**config.mk**
```make
export PLATFORM = sky130hd
export DESIGN_NAME = dpc_top
export DESIGN_NICKNAME = d
export VERILOG_FILES = /design/src/rtl/dpc_pkg.sv /design/src/rtl/dpc_channel.sv /design/src/rtl/dpc_top.sv
export SDC_FILE = /design/constraint.sdc
export NUM_CORES = 1
export LEC_CHECK = 0
export ABC_AREA = 1
export BUFFER_PORTS_ARGS = -buffer_cell sky130_fd_sc_hd__buf_4
export CAP_MARGIN = 20
export CORE_AREA = 2 2 100 102
export DETAILED_ROUTE_END_ITERATION = 16
export DIE_AREA = 0 0 102 104
export PLACE_DENSITY = 0.86
export SETUP_SLACK_MARGIN = 0.1
export SYNTH_ARGS = -nofsm -noshare
export SYNTH_HDL_FRONTEND = slang
export SYNTH_SLANG_ARGS = --single-unit
```
**constraint.sdc**
```tcl
create_clock -name aclk -period 3.1 [get_ports aclk]
set_input_delay 0.31 -clock aclk [delete_from_list [all_inputs] [get_ports aclk]]
set_output_delay 0.31 -clock aclk [all_outputs]
set_load 0.05 [all_outputs]
```
**src/rtl/dpc_pkg.sv**
```systemverilog
// Package: register map, field positions and reset values of the dual counter block
`default_nettype none
package dpc_pkg;
  localparam logic [7:0] CTRL0_OFS = 8'h00;
  localparam logic [7:0] CTRL1_OFS = 8'h04;
  localparam logic [7:0] LOAD0_OFS = 8'h08;
  localparam logic [7:0] LOAD1_OFS = 8'h0c;
  localparam logic [7:0] PRE0_OFS = 8'h10;
  localparam logic [7:0] PRE1_OFS = 8'h14;
  localparam logic [7:0] CNT0_OFS = 8'h18;
  localparam logic [7:0] CNT1_OFS = 8'h1c;
  localparam logic [7:0] IRQ_STAT_OFS = 8'h20;
  localparam logic [7:0] IRQ_MASK_OFS = 8'h24;
  localparam logic [7:0] PINCFG_OFS = 8'h28;
  // Control register: write-one command bits, the mode bit and the read-only run bit
  localparam int CMD_START_BIT = 0;
  localparam int CMD_STOP_BIT = 1;
  localparam int CMD_CONT_BIT = 2;
  localparam int CMD_RELOAD_BIT = 3;
  localparam int MODE_CONT_BIT = 4;
  localparam int RUN_BIT = 5;
  // Pin configuration bits
  localparam int EXT_SEL_BIT = 0;
  localparam int EXT_EN_BIT = 1;
  localparam int OUT_EN_BIT = 2;
  localparam int OUT_SRC_BIT = 3;
  localparam logic [7:0] LOAD_RST = 8'h00;
  localparam logic [5:0] PRE_RST = 6'h00;
  localparam logic [1:0] MASK_RST = 2'h0;
  localparam logic [1:0] RESP_OKAY = 2'h0;
  localparam logic [1:0] RESP_SLVERR = 2'h2;
endpackage
`default_nettype wire

```
**src/rtl/dpc_channel.sv**
```systemverilog
// One prescaler and down-counter channel
`timescale 1ns/1ps
`default_nettype none
module dpc_channel (
  input wire logic aclk, // System clock
  input wire logic aresetn, // Synchronous reset, active low
  input wire logic tick, // Selected source pulse
  input wire logic [7:0] load_val, // Initial count, 0 means 256
  input wire logic [5:0] pre_val, // Prescale ratio minus one
  input wire logic mode_cont, // Continuous reload mode
  input wire logic cmd_start, // Start from the initial value
  input wire logic cmd_stop, // Stop counting
  input wire logic cmd_cont, // Resume from current count
  input wire logic cmd_reload, // Reload initial value, keep state
  output logic running, // Counter enabled
  output logic [7:0] count, // Current count
  output logic eoc // One-cycle end of count pulse
);
  logic [5:0] pre_cnt;
  logic pre_end;

  assign pre_end = running && tick && (pre_cnt == 6'h00);

  always_ff @(posedge aclk) begin
    if (!aresetn) begin
      pre_cnt <= 6'h00;
    end else if (cmd_start || cmd_reload) begin
      pre_cnt <= pre_val;
    end else if (running && tick) begin
      pre_cnt <= (pre_cnt == 6'h00) ? pre_val : pre_cnt - 6'h01;
    end
  end

  always_ff @(posedge aclk) begin
    if (!aresetn) begin
      running <= 1'b0;
    end else if (cmd_stop) begin
      running <= 1'b0;
    end else if (cmd_start || cmd_cont) begin
      running <= 1'b1;
    end else if (pre_end && count == 8'h01 && !mode_cont) begin
      running <= 1'b0;
    end
  end

  // Load value 0 stands for 256, so count 0 is a legal running state
  always_ff @(posedge aclk) begin
    if (!aresetn) begin
      count <= 8'h00;
    end else if (cmd_start || cmd_reload) begin
      count <= load_val;
    end else if (pre_end) begin
      if (count == 8'h01) begin
        count <= mode_cont ? load_val : 8'h00;
      end else begin
        count <= count - 8'h01;
      end
    end
  end

  always_ff @(posedge aclk) begin
    if (!aresetn) begin
      eoc <= 1'b0;
    end else begin
      eoc <= pre_end && (count == 8'h01);
    end
  end
endmodule
`default_nettype wire

```
**src/rtl/dpc_top.sv**
```systemverilog
// Dual prescaled down-counter block with AXI4-Lite register access
// Functional notes
// - Two independent 8-bit down-counters, each behind its own 6-bit prescaler.
// - Second prescaler uses internal clock or external input; first uses internal only.
// - Each prescaler divides its source by any ratio from 1 to 64.
// - Counter decrements per prescaler pulse from an initial count of 1 to 256.
// - Counter and prescaler both ending raise that counter's timer request.
// - Commands: start, stop, continue from current count, reload initial value without changing run state.
// - Single-pass mode stops at zero; continuous mode reloads and keeps counting.
// - Software may route port pins as external count input and counter output.
`timescale 1ns/1ps
`default_nettype none
module dpc_top (
  input wire logic aclk, // System clock, 10 MHz
  input wire logic aresetn, // Synchronous reset, active low
  input wire logic [7:0] s_axi_awaddr, // Write address
  input wire logic s_axi_awvalid, // Write address valid
  output logic s_axi_awready, // Write address ready
  input wire logic [31:0] s_axi_wdata, // Write data
  input wire logic [3:0] s_axi_wstrb, // Write byte strobes
  input wire logic s_axi_wvalid, // Write data valid
  output logic s_axi_wready, // Write data ready
  output logic [1:0] s_axi_bresp, // Write response
  output logic s_axi_bvalid, // Write response valid
  input wire logic s_axi_bready, // Write response ready
  input wire logic [7:0] s_axi_araddr, // Read address
  input wire logic s_axi_arvalid, // Read address valid
  output logic s_axi_arready, // Read address ready
  output logic [31:0] s_axi_rdata, // Read data
  output logic [1:0] s_axi_rresp, // Read response
  output logic s_axi_rvalid, // Read data valid
  input wire logic s_axi_rready, // Read data ready
  input wire logic external_count_input, // Port pin, asynchronous
  output logic counter_output_pin, // Toggling counter output
  output logic first_timer_request, // Level, first counter event
  output logic second_timer_request, // Level, second counter event
  output logic irq // Level, any unmasked status bit
);
  logic [7:0] load0, load1;
  logic [5:0] pre0, pre1;
  logic mode0, mode1;
  logic [3:0] pincfg;
  logic [1:0] irq_stat, irq_mask;
  logic [3:0] cmd0, cmd1;
  logic run0, run1, eoc0, eoc1;
  logic [7:0] count0, count1;
  logic ext_s1, ext_s2, ext_d;
  logic ext_tick, tick1;
  logic aw_hold, w_hold;
  logic [7:0] aw_addr;
  logic [31:0] w_data;
  logic [3:0] w_strb;
  logic do_write, do_read;
  logic [7:0] rd_addr;

  function automatic logic [31:0] ctrl_word(input logic mode, input logic run);
    ctrl_word = 32'h0000_0000;
    ctrl_word[dpc_pkg::MODE_CONT_BIT] = mode;
    ctrl_word[dpc_pkg::RUN_BIT] = run;
  endfunction

  // Synchroniser; first stage feeds only the second
  always_ff @(posedge aclk) begin
    if (!aresetn) begin
      ext_s1 <= 1'b0;
      ext_s2 <= 1'b0;
      ext_d <= 1'b0;
    end else begin
      ext_s1 <= external_count_input;
      ext_s2 <= ext_s1;
      ext_d <= ext_s2;
    end
  end

  assign ext_tick = pincfg[dpc_pkg::EXT_EN_BIT] && ext_s2 && !ext_d;
  assign tick1 = pincfg[dpc_pkg::EXT_SEL_BIT] ? ext_tick : 1'b1;

  // AXI write channel: address and data taken independently
  assign s_axi_awready = !aw_hold && !s_axi_bvalid;
  assign s_axi_wready = !w_hold && !s_axi_bvalid;
  assign do_write = aw_hold && w_hold && !s_axi_bvalid;

  always_ff @(posedge aclk) begin
    if (!aresetn) begin
      aw_hold <= 1'b0;
      aw_addr <= 8'h00;
    end else if (s_axi_awvalid && s_axi_awready) begin
      aw_hold <= 1'b1;
      aw_addr <= s_axi_awaddr;
    end else if (do_write) begin
      aw_hold <= 1'b0;
    end
  end

  always_ff @(posedge aclk) begin
    if (!aresetn) begin
      w_hold <= 1'b0;
      w_data <= 32'h0000_0000;
      w_strb <= 4'h0;
    end else if (s_axi_wvalid && s_axi_wready) begin
      w_hold <= 1'b1;
      w_data <= s_axi_wdata;
      w_strb <= s_axi_wstrb;
    end else if (do_write) begin
      w_hold <= 1'b0;
    end
  end

  always_ff @(posedge aclk) begin
    if (!aresetn) begin
      s_axi_bvalid <= 1'b0;
      s_axi_bresp <= dpc_pkg::RESP_OKAY;
    end else if (do_write) begin
      s_axi_bvalid <= 1'b1;
      s_axi_bresp <= (aw_addr[7:2] > dpc_pkg::PINCFG_OFS[7:2] || aw_addr[7:2] ==
                      dpc_pkg::CNT0_OFS[7:2] || aw_addr[7:2] == dpc_pkg::CNT1_OFS[7:2])
                     ? dpc_pkg::RESP_SLVERR : dpc_pkg::RESP_OKAY;
    end else if (s_axi_bready) begin
      s_axi_bvalid <= 1'b0;
    end
  end

  // Byte lane 0 carries every field; command bits are one-cycle pulses
  always_comb begin
    cmd0 = 4'h0;
    cmd1 = 4'h0;
    if (do_write && w_strb[0]) begin
      if ({aw_addr[7:2], 2'b00} == dpc_pkg::CTRL0_OFS) begin
        cmd0 = w_data[dpc_pkg::CMD_RELOAD_BIT:dpc_pkg::CMD_START_BIT];
      end
      if ({aw_addr[7:2], 2'b00} == dpc_pkg::CTRL1_OFS) begin
        cmd1 = w_data[dpc_pkg::CMD_RELOAD_BIT:dpc_pkg::CMD_START_BIT];
      end
    end
  end

  always_ff @(posedge aclk) begin
    if (!aresetn) begin
      load0 <= dpc_pkg::LOAD_RST;
      load1 <= dpc_pkg::LOAD_RST;
      pre0 <= dpc_pkg::PRE_RST;
      pre1 <= dpc_pkg::PRE_RST;
      mode0 <= 1'b0;
      mode1 <= 1'b0;
      irq_mask <= dpc_pkg::MASK_RST;
      pincfg <= 4'h0;
    end else if (do_write && w_strb[0]) begin
      case ({aw_addr[7:2], 2'b00})
        dpc_pkg::CTRL0_OFS: mode0 <= w_data[dpc_pkg::MODE_CONT_BIT];
        dpc_pkg::CTRL1_OFS: mode1 <= w_data[dpc_pkg::MODE_CONT_BIT];
        dpc_pkg::LOAD0_OFS: load0 <= w_data[7:0];
        dpc_pkg::LOAD1_OFS: load1 <= w_data[7:0];
        dpc_pkg::PRE0_OFS: pre0 <= w_data[5:0];
        dpc_pkg::PRE1_OFS: pre1 <= w_data[5:0];
        dpc_pkg::IRQ_MASK_OFS: irq_mask <= w_data[1:0];
        dpc_pkg::PINCFG_OFS: pincfg <= w_data[3:0];
        default: begin
        end
      endcase
    end
  end

  dpc_channel u_ch0 (
    .aclk(aclk),
    .aresetn(aresetn),
    .tick(1'b1),
    .load_val(load0),
    .pre_val(pre0),
    .mode_cont(mode0),
    .cmd_start(cmd0[0]),
    .cmd_stop(cmd0[1]),
    .cmd_cont(cmd0[2]),
    .cmd_reload(cmd0[3]),
    .running(run0),
    .count(count0),
    .eoc(eoc0)
  );

  dpc_channel u_ch1 (
    .aclk(aclk),
    .aresetn(aresetn),
    .tick(tick1),
    .load_val(load1),
    .pre_val(pre1),
    .mode_cont(mode1),
    .cmd_start(cmd1[0]),
    .cmd_stop(cmd1[1]),
    .cmd_cont(cmd1[2]),
    .cmd_reload(cmd1[3]),
    .running(run1),
    .count(count1),
    .eoc(eoc1)
  );

  // AXI read channel, one cycle from address to data
  assign s_axi_arready = !s_axi_rvalid;
  assign do_read = s_axi_arvalid && s_axi_arready;
  assign rd_addr = {s_axi_araddr[7:2], 2'b00};

  always_ff @(posedge aclk) begin
    if (!aresetn) begin
      s_axi_rvalid <= 1'b0;
      s_axi_rdata <= 32'h0000_0000;
      s_axi_rresp <= dpc_pkg::RESP_OKAY;
    end else if (do_read) begin
      s_axi_rvalid <= 1'b1;
      s_axi_rresp <= dpc_pkg::RESP_OKAY;
      case (rd_addr)
        dpc_pkg::CTRL0_OFS: s_axi_rdata <= ctrl_word(mode0, run0);
        dpc_pkg::CTRL1_OFS: s_axi_rdata <= ctrl_word(mode1, run1);
        dpc_pkg::LOAD0_OFS: s_axi_rdata <= {24'h000000, load0};
        dpc_pkg::LOAD1_OFS: s_axi_rdata <= {24'h000000, load1};
        dpc_pkg::PRE0_OFS: s_axi_rdata <= {26'h0000000, pre0};
        dpc_pkg::PRE1_OFS: s_axi_rdata <= {26'h0000000, pre1};
        dpc_pkg::CNT0_OFS: s_axi_rdata <= {24'h000000, count0};
        dpc_pkg::CNT1_OFS: s_axi_rdata <= {24'h000000, count1};
        dpc_pkg::IRQ_STAT_OFS: s_axi_rdata <= {30'h00000000, irq_stat};
        dpc_pkg::IRQ_MASK_OFS: s_axi_rdata <= {30'h00000000, irq_mask};
        dpc_pkg::PINCFG_OFS: s_axi_rdata <= {28'h0000000, pincfg};
        default: begin
          s_axi_rdata <= 32'h0000_0000;
          s_axi_rresp <= dpc_pkg::RESP_SLVERR;
        end
      endcase
    end else if (s_axi_rready) begin
      s_axi_rvalid <= 1'b0;
    end
  end

  // Sticky status; a new event in the clearing read's cycle survives
  always_ff @(posedge aclk) begin
    if (!aresetn) begin
      irq_stat <= 2'h0;
    end else begin
      irq_stat <= ((do_read && rd_addr == dpc_pkg::IRQ_STAT_OFS) ? 2'h0 : irq_stat)
                  | {eoc1, eoc0};
    end
  end

  assign first_timer_request = irq_stat[0];
  assign second_timer_request = irq_stat[1];
  assign irq = |(irq_stat & irq_mask);

  // Output pin toggles at each end of count of the chosen counter
  always_ff @(posedge aclk) begin
    if (!aresetn) begin
      counter_output_pin <= 1'b0;
    end else if (!pincfg[dpc_pkg::OUT_EN_BIT]) begin
      counter_output_pin <= 1'b0;
    end else if (pincfg[dpc_pkg::OUT_SRC_BIT] ? eoc1 : eoc0) begin
      counter_output_pin <= !counter_output_pin;
    end
  end
endmodule
`default_nettype wire

```
==> results of run 1 <==
## per-stage QoR
stage,instances,hold WS [ns]
CTS,984,0.107
detailed placement,968,0.405
global route,984,0.116
finish,984,0.106
floorplan,832,0.390
global placement,968,0.391
## worst register-to-register path, cell delays in order (launching register included)
cell and delay (ns):
dfxtp_1 0.36, clkinv_1 0.31, nand2_1 0.30, nand3_4 0.21
o21ai_2 0.25, inv_1 0.22, nor2_1 0.15, nor2_1 0.05
## sequential cells by signal (all words and copies together), names as in the netlist, 4 cells and up
register,count
load1,8
pre0,6
u_ch1.count,8
pre1,6
u_ch0.count,8
load0,8
s_axi_rdata,8
u_ch0.pre_cnt,6
w_data,8
u_ch1.pre_cnt,6
aw_addr,6
pincfg,4
## logic make-up after synthesis
kind of cell	Yosys count	synth area share
and+or+nand+nor	376	0.307
AOI/OAI and AO/OA	164	0.163
buffers and inverters	144	0.122
DFF	103	0.371
xor gates and xnor gates	11	0.0173
adders and majority gates	8	0.0180
other	1	0.000675
## worst paths after layout
kind / start / to / slack (ns) / cells past startpoint
max reg2reg: w_data[0] / u_ch1.count[6] / 1.17 / 7
max: w_data[0] / u_ch1.count[6] / 1.17 / 7
min reg2reg: ext_s1 / ext_s2 / 0.42 / 2
min: external_count_input / ext_s1 / 0.11 / 3
## cell type report
type | instances | area share
sequential | 103 | 0.341
clock buffer | 11 | 0.0234
timing repair buffer | 49 | 0.0608
tap | 133 | 0.0275
clock inverter | 5 | 0.00661
multi-input combinational | 585 | 0.480
inverter | 98 | 0.0612
## cell usage after synthesis
master and instances:
nor3_1 4, a31oi_1 3, nand2_1 184, o21a_1 1
a211oi_2 2, o211ai_1 3, inv_1 88, nand2_2 7
nor2_1 97, inv_2 4, buf_4 28, clkinv_1 5
xor2_1 9, nor4_1 1, nor2_2 7, conb_1 1
buf_2 1, o21ai_2 1, ha_1 8, nor3_4 1
nand4_1 21, nand3_1 36, o21ai_0 75, o21ai_4 1
nand3_4 3, a22o_1 1, a221oi_1 1, o21ai_1 5
a21oi_1 57, xnor2_1 2, or2_2 1, nand3b_1 2
nand2_4 2, dfxtp_1 103, nor3b_1 2, clkbuf_1 13
inv_4 1, nor2_8 1, a211oi_1 14, buf_6 4
nor3_2 1, nor2_4 6
## power by group
group          switching, mW  internal [mW]  total (mW)
clock network          0.483          0.322       0.805
registers             0.0191           1.35        1.37
logic                  0.246         0.0764       0.322
## metal layers
metal / global-route usage / vias to the layer above / share of wire
li1: - / 2639 / -
met1: 0.349 / 2350 / 0.44
met2: 0.409 / 216 / 0.45
met3: 0.0524 / 33 / 0.078
met4: 0.0781 / 0 / 0.027
met5: 0 / - / 0
==> impl_metrics.csv, run 1 <==
group,metric,value,unit
die,die_w,102,um
synthesis,ys_ff_latch,103,
cts,clock-sinks,103,
layout,ff_latch_area,2060,um^2
die,fp.dieH,104,um
cts,post_cts_buffers,0,
worst_setup_path,critPathBufInv,2,
sta,finalClockSkew,0.0120,ns
placed_design,dpl.hpwl,9550,um
worst_setup_path,cp_cell_sequence,"clkinv_1, nand2_1, nand3_4, o21ai_2, inv_1, nor2_1, nor2_1",
sta,setup_slack,1.17,ns
min_path,hold_path_class,"in2reg",
layout,area_growth,9.01,%
synthesis,avgSynthCellArea,6.88,um^2
cts,cts_resized,0,
synthesis,synthCells,807,
placed_design,place_ws,1.21,ns
drt,via_per_inst,5.32,
grt,grt_max_degree,69,
layout,diodes,0,
sta,max_slew_margin,0.509,
cts,clk_latency,0.38,ns
grt,globalRoute.totalOverflow,0,
synthesis,synth_top_area_cell,"dfxtp_1",
synthesis,synth-warning-count,0,
drt,ant_nets,0,
drt,via_count,5238,
layout,final_core_util,0.634,
synthesis,synth_cell_types,42,
worst_setup_path,cp.required,3.37,ns
sta,min_period_over_period,0.624,
layout,final_common_cell,"nand2_1",
synthesis,yosysSeqAreaShare,0.371,
worst_setup_path,cp_slowest_cell,"dfxtp_1",
sta,fmax,0.517,GHz
die,rows,36,
die,start_util,0.582,
power_and_ir_drop,peakVddDrop,0.325,mV
sta,slew_viol_final,0,
placed_design,place_congestion,0.952,
layout,multiInputGateArea,2910,um^2
synthesis,yosysTopAreaCellShare,0.371,
worst_setup_path,critical-path-top-delay-family,"simple AND/OR/NAND/NOR gates",
grt,grtUsageTotal,0.257,
worst_setup_path,crit_type,"reg2reg",
sta,worstMarginPinSlew,0.734,ns
worst_setup_path,max_stage_delay,0.36,ns
cts,clkTransAtPathRegs,0.10,ns
die,coreArea,9550,um^2
layout,drive_above_1_share,0.120,
cts,htreeDepth,3,
die,io_pins,105,
placed_design,port_buffers,47,
worst_setup_path,cp.arrival,2.20,ns
layout,finalNetCount,914,
sta,final-hold-violation-count,0,
status,status,"finished clean",
die,die_area,10600,um^2
layout,fillers,889,
cts,hold_buffers,0,
drt,drc,0,
worst_setup_path,cp-end-kind,"register",
grt,grt_pass1_vias,4661,
cts,root_buffer,"clkbuf_8",
worst_setup_path,start_kind,"register",
cts,cts_buffers,9,
placed_design,placed_area,5870,um^2
power_and_ir_drop,power_density,412,nW/um^2
layout,final_cell_mix,"nand2_1, dfxtp_1, nor2_1",
cts,tritoncts,"built",
drt,dr.pass1.iters,6,
cts,clockBufferDepth,2,
worst_setup_path,critPathMostFrequentCell,"nor2_1",
drt,wl,13300,um
drt,wl_per_cell,13.5,um
drt,drt_iter0_drc,355,
sta,rsz0062_at_grt,"false",
sta,finalSetupViolCount,0,
grt,grt_pass1_wl,21800,um
grt,antenna_found_initial,0,
sta,tns,0,ns
power_and_ir_drop,power,2.50,mW
synthesis,synth.area.top_cells,"dfxtp_1, nand2_1, o21ai_0",
synthesis,synth_area,5550,um^2
flow_run,maxCapViolations,0,
sta,fin_crit,1.93,ns
power_and_ir_drop,p_leak,2.77,nW
layout,final_cell_area,6050,um^2
worst_setup_path,crit_fanout,13,
Power figures use the tool's default switching activity.
==> run 2: changes to the inputs <==
- ABC_AREA: 1 -> 0
- CORE_AREA: 2 2 100 102 -> 2 2 102 104
- DIE_AREA: 0 0 102 104 -> 0 0 104 106
- PLACE_DENSITY: 0.86 -> 0.82
- clock period: 3.1 -> 1.8 ns (I/O delays scaled with it)
==> impl_metrics.csv, run 2 <==
group,metric,value,unit
synthesis,synth_common_cells,"nand2_1, dfxtp_1, a21oi_1, nor2_1, mux2i_1",
drt,via_per_inst,6.00,
worst_setup_path,start_kind,"register",
cts,clockBufferDepth,2,
power_and_ir_drop,p_leak,2.45,nW
layout,area_growth,18.0,%
drt,drt_iter0_drc,461,
die,die_w,104,um
synthesis,synth_area,5440,um^2
synthesis,synth.area.top_cells,"dfxtp_1, nand2_1, a21oi_1",
synthesis,ys_ff_latch,103,
power_and_ir_drop,power_density,673,nW/um^2
min_path,hold_path_class,"in2reg",
worst_setup_path,cp-end-kind,"register",
worst_setup_path,reg2reg_to,"u_ch1.count[1]",
layout,final_cell_mix,"nand2_1, dfxtp_1, buf_4",
power_and_ir_drop,seqPwrFrac,0.546,
grt,antenna_found_initial,0,
power_and_ir_drop,clockPowerShare,0.325,
power_and_ir_drop,switching_share,0.289,
flow_run,maxCapViolations,0,
sta,slew_viol_final,0,
synthesis,synth_cell_types,73,
status,status,"finished clean",
cts,cts_buffers,9,
drt,dr.pass1.iters,6,
placed_design,place_congestion,0.904,
worst_setup_path,r2r_cells,6,
power_and_ir_drop,p_int,3.07,mW
worst_setup_path,cp.required,2.05,ns
die,rows,37,
drt,wl_per_cell,17.7,um
power_and_ir_drop,peakVddDrop,0.429,mV
power_and_ir_drop,p_switching,1.25,mW
worst_setup_path,crit_type,"reg2reg",
synthesis,synth_most_common_cell,"nand2_1",
drt,via_count,5105,
drt,drc,0,
synthesis,synthCells,647,
sta,min_period_over_period,0.932,
sta,tns,0,ns
layout,finalNetCount,778,
sta,finalClockSkew,0.00989,ns
synthesis,async_reset_ff_frac,0,
sta,fmax,0.596,GHz
grt,grtUsageTotal,0.267,
worst_setup_path,r2r-start,"aw_addr[7]",
placed_design,dpl.hpwl,10700,um
cts,htreeDepth,3,
synthesis,synth_edf_count,0,
die,die_area,11000,um^2
power_and_ir_drop,p_comb_frac,0.130,
placed_design,port_buffers,47,
worst_setup_path,setup.worst_path.end,"u_ch1.count[1]",
synthesis,synth-warning-count,0,
worst_setup_path,ff2ff_setup_slack,0.12,ns
die,start_util,0.544,
layout,drive_above_1_share,0.260,
sta,rsz0062_at_grt,"true",
layout,final_common_cell,"nand2_1",
sta,finalSetupViolCount,0,
die,coreArea,10000,um^2
synthesis,avgSynthCellArea,8.41,um^2
layout,diodes,0,
layout,final_core_util,0.642,
worst_setup_path,cp.arrival,1.93,ns
cts,root_buffer,"clkbuf_8",
sta,final-hold-violation-count,0,
grt,grt_pass1_wl,23700,um
die,fp.dieH,106,um
cts,clock-sinks,103,
drt,ant_nets,0,
synthesis,synth_top_area_cell,"dfxtp_1",
synthesis,synth_ff_type,"dfxtp_1",
synthesis,yosysTopAreaCellShare,0.379,
cts,clk_latency,0.38,ns
sta,fin_crit,1.68,ns
cts,clkTransAtPathRegs,0.10,ns
grt,globalRoute.totalOverflow,0,
worst_setup_path,crit_fanout,8,
synthesis,yosysSeqAreaShare,0.379,
worst_setup_path,crit_path_start,"aw_addr[7]",
die,io_pins,105,
cts,tritoncts,"built",
grt,grt_pass1_vias,4932,
grt,grt_max_degree,73,
drt,wl,15100,um
==> run 2: power groups by stage <==
stage                     Combinational [mW]  Sequential, mW  Clock (mW)
after global routing                   0.595            2.37        1.48
after floorplan                        0.424            2.41           0
after global placement                 0.511            2.41           0
after detailed placement               0.521            2.41           0
final                                  0.560            2.36        1.40
after CTS                              0.541            2.36        1.40
==> run 2: cell type report <==
type                            instances  area (um^2)
Clock buffer                           12          155
Sequential cell                       103         2080
Tap cell                              136          170
Inverter                               18         71.3
Clock inverter                          4         28.8
Timing Repair Buffer                   87          673
Multi-Input combinational cell        491         3240
Fill cell                             844         3580
==> run 2: through the flow <==
step	std cells	total power, mW	hold WS, ns	worst slack [ns]	area [um^2]
6_report	851	4.32	0.0122	0.122	6420
5_1_grt	851	4.44	0.0181	0.0515	6420
4_1_cts	843	4.29	0.0118	0.106	6200
3_5_place_dp	823	2.93	0.360	0.0103	5940
3_3_place_gp	823	2.92	0.360	0.0816	5940
2_1_floorplan	672	2.84	0.272	0.0334	5570
==> run 2: cells by family after synthesis <==
logic type                 share of synthesized area
adders and majority gates                     0.0184
muxes                                         0.0825
DFF                                            0.379
other                                       0.000689
xor gates and xnor gates                     0.00644
buffers and inverters                         0.0811
and+or+nand+nor                                0.246
AOI/OAI and AO/OA                              0.186
==> run 2: how the worst min path moves through the flow <==
| stage | startpoint | slack (ns) | cells past startpoint | to |
|---|---|---|---|---|
| after floorplan | s_axi_rready | 0.27 | 1 | s_axi_rvalid |
| after global placement | s_axi_rready | 0.36 | 2 | s_axi_rvalid |
| after detailed placement | s_axi_rready | 0.36 | 2 | s_axi_rvalid |
| after CTS | external_count_input | 0.01 | 2 | ext_s1 |
| after global routing | external_count_input | 0.02 | 2 | ext_s1 |
| final | external_count_input | 0.01 | 2 | ext_s1 |
==> run 2: repair_timing <==
item,4_1_cts,5_1_grt
buffers inserted,3,7
resized for setup,14,50
endpoints found under the hold margin,1,0
hold buffers,1,0
cloned,0,1
setup endpoints to repair,33,58
pin swaps,1,13
==> run 2: metal layers <==
metal,vias to the layer above,wire length [um],share of wire,GRT usage
li1,2387,-,-,-
met1,2389,6090,0.40,0.332
met2,269,7060,0.47,0.443
met3,60,1350,0.089,0.0558
met4,0,573,0.038,0.129
met5,-,0,0,0
==> run 2: worst max-delay path: stages (launching register included) <==
cell	delay, ns
dfxtp_4	0.38
nor4_4	0.27
buf_6	0.16
and4_4	0.34
a21oi_4	0.07
a221oi_2	0.26
a211oi_2	0.06
==> run 3: changes to the inputs <==
--- a/config.mk
+++ b/config.mk
@@ -7,5 +7,5 @@
 export LEC_CHECK = 0
 export ABC_AREA = 0
-export BUFFER_PORTS_ARGS = -buffer_cell sky130_fd_sc_hd__buf_4
+export BUFFER_PORTS_ARGS = -buffer_cell sky130_fd_sc_hd__buf_2
 export CAP_MARGIN = 20
 export CORE_AREA = 2 2 102 104
==> constraint.sdc (replaced) <==
create_clock -name aclk -period 1.8 [get_ports aclk]
set_input_delay 0.18 -clock aclk [delete_from_list [all_inputs] [get_ports aclk]]
set_output_delay 0.18 -clock aclk [all_outputs]
set_load 0.01 [all_outputs]
==> impl_metrics.csv, run 3 (synthesis results as in run 2) <==
group,metric,value,unit
die,start_util,0.544,
layout,drive_above_1_share,0.252,
grt,grt_max_degree,66,
layout,final_common_cell,"nand2_1",
power_and_ir_drop,power_density,652,nW/um^2
die,rows,37,
die,fp.dieH,106,um
worst_setup_path,ff2ff_setup_slack,0.12,ns
drt,wl_per_cell,17.1,um
sta,fin_crit,1.68,ns
worst_setup_path,r2r_cells,6,
placed_design,placed_area,5810,um^2
sta,min_period_over_period,0.931,
drt,via_count,5055,
power_and_ir_drop,p_leak,2.47,nW
worst_setup_path,r2r-start,"s_axi_bvalid",
die,die_w,104,um
sta,slew_viol_final,0,
min_path,hold_path_class,"in2reg",
grt,grt_pass1_vias,4646,
worst_setup_path,reg2reg_to,"u_ch1.count[0]",
sta,finalClockSkew,0.0133,ns
sta,finalSetupViolCount,0,
grt,grtUsageTotal,0.263,
power_and_ir_drop,peakVddDrop,0.471,mV
cts,clock-sinks,103,
die,die_area,11000,um^2
sta,fmax,0.596,GHz
layout,final_cells,858,
drt,drt_iter0_drc,491,
worst_setup_path,crit_path_start,"s_axi_bvalid",
cts,htreeDepth,3,
layout,area_growth,17.6,%
layout,final_cell_mix,"nand2_1, dfxtp_1, a21oi_1",
cts,root_buffer,"clkbuf_8",
placed_design,dpl.hpwl,10700,um
status,status,"finished clean",
drt,wl,14600,um
sta,holdWs,0.0118,ns
drt,via_per_inst,5.89,
drt,ant_nets,0,
placed_design,port_buffers,47,
sta,tns,0,ns
layout,finalNetCount,785,
worst_setup_path,start_kind,"register",
layout,diodes,0,
grt,globalRoute.totalOverflow,0,
die,coreArea,10000,um^2
layout,final_cell_area,6400,um^2
cts,tritoncts,"built",
worst_setup_path,cp-end-kind,"register",
cts,clkTransAtPathRegs,0.11,ns
layout,fillers,847,
cts,clockBufferDepth,2,
cts,clk_latency,0.37,ns
worst_setup_path,crit_type,"reg2reg",
sta,final-hold-violation-count,0,
placed_design,place_congestion,0.926,
grt,grt_pass1_wl,23100,um
worst_setup_path,cp.required,2.09,ns
worst_setup_path,setup.worst_path.end,"u_ch1.count[0]",
die,io_pins,105,
flow_run,maxCapViolations,0,
drt,drc,0,
worst_setup_path,crit_fanout,7,
placed_design,dpl.cell_count,825,
grt,antenna_found_initial,0,
sta,rsz0062_at_grt,"true",
worst_setup_path,cp.arrival,1.97,ns
drt,dr.pass1.iters,5,
cts,cts_buffers,9,
==> run 3: cell types whose count changed in the layout (fill, tap and decap cells not counted), sizes merged <==
cell / before / now
clkinvlp: 3 / 1
inv: 18 / 20
buf: 86 / 93
clkinv: 1 / 3
clkbuf: 12 / 10
==> run 3: through the flow <==
step                      utilization  total power, mW  setup WS (ns)
after global routing            0.640             4.34         0.0147
after CTS                       0.606             4.18         0.0813
after global placement          0.581             2.76         0.0655
after detailed placement        0.581             2.77       -0.00502
after floorplan                     -             2.70          0.129
final                           0.640             4.18          0.124
==> run 3: cell type report <==
cell class                      count  area (um^2)  area share
Inverter                           18         67.6      0.0106
Clock buffer                       10          138      0.0215
Tap cell                          136          170      0.0266
Sequential cell                   103         2070       0.324
Timing Repair Buffer               94          646       0.101
Multi-Input combinational cell    491         3250       0.508
Clock inverter                      6         53.8     0.00840
==> run 3: report_power, final <==
part	total, mW	internal, mW	leakage (nW)	switching, mW
Combinational	0.396	0.152	1.54	0.244
Clock	1.43	0.564	0.0950	0.864
Sequential	2.35	2.31	0.838	0.0407
Total	4.18	3.03	2.47	1.15
==> run 3: layer usage <==
metal	global-route usage	up-vias	wire [um]
met5	0	-	0
li1	-	2405	-
met1	0.340	2380	6130
met3	0.0448	30	1120
met2	0.447	240	7100
met4	0.0869	0	296
==> run 3: worst min path at each step <==
stage	startpoint	to	slack, ns	cells after the start
5_1_grt	external_count_input	ext_s1	0.003	2
3_3_place_gp	s_axi_rready	s_axi_rvalid	0.37	2
2_1_floorplan	s_axi_rready	s_axi_rvalid	0.28	1
3_5_place_dp	s_axi_rready	s_axi_rvalid	0.37	2
4_1_cts	external_count_input	ext_s1	0.008	2
6_report	external_count_input	ext_s1	0.01	2
==> run 3: worst max-delay path, stage by stage (launching register included) <==
cell      delay [ns]
dfxtp_2         0.33
and4b_2         0.31
buf_6           0.14
and4_4          0.34
a21oi_4         0.10
buf_6           0.14
a221oi_2        0.22
==> run 3: timing repair <==
item                                   4_1_cts  5_1_grt
pin swaps                                    4       21
hold buffers                                 1        0
setup buffers                                5       11
setup endpoints to repair                   33       62
gates resized for setup                      6       61
endpoints found under the hold margin        1        0
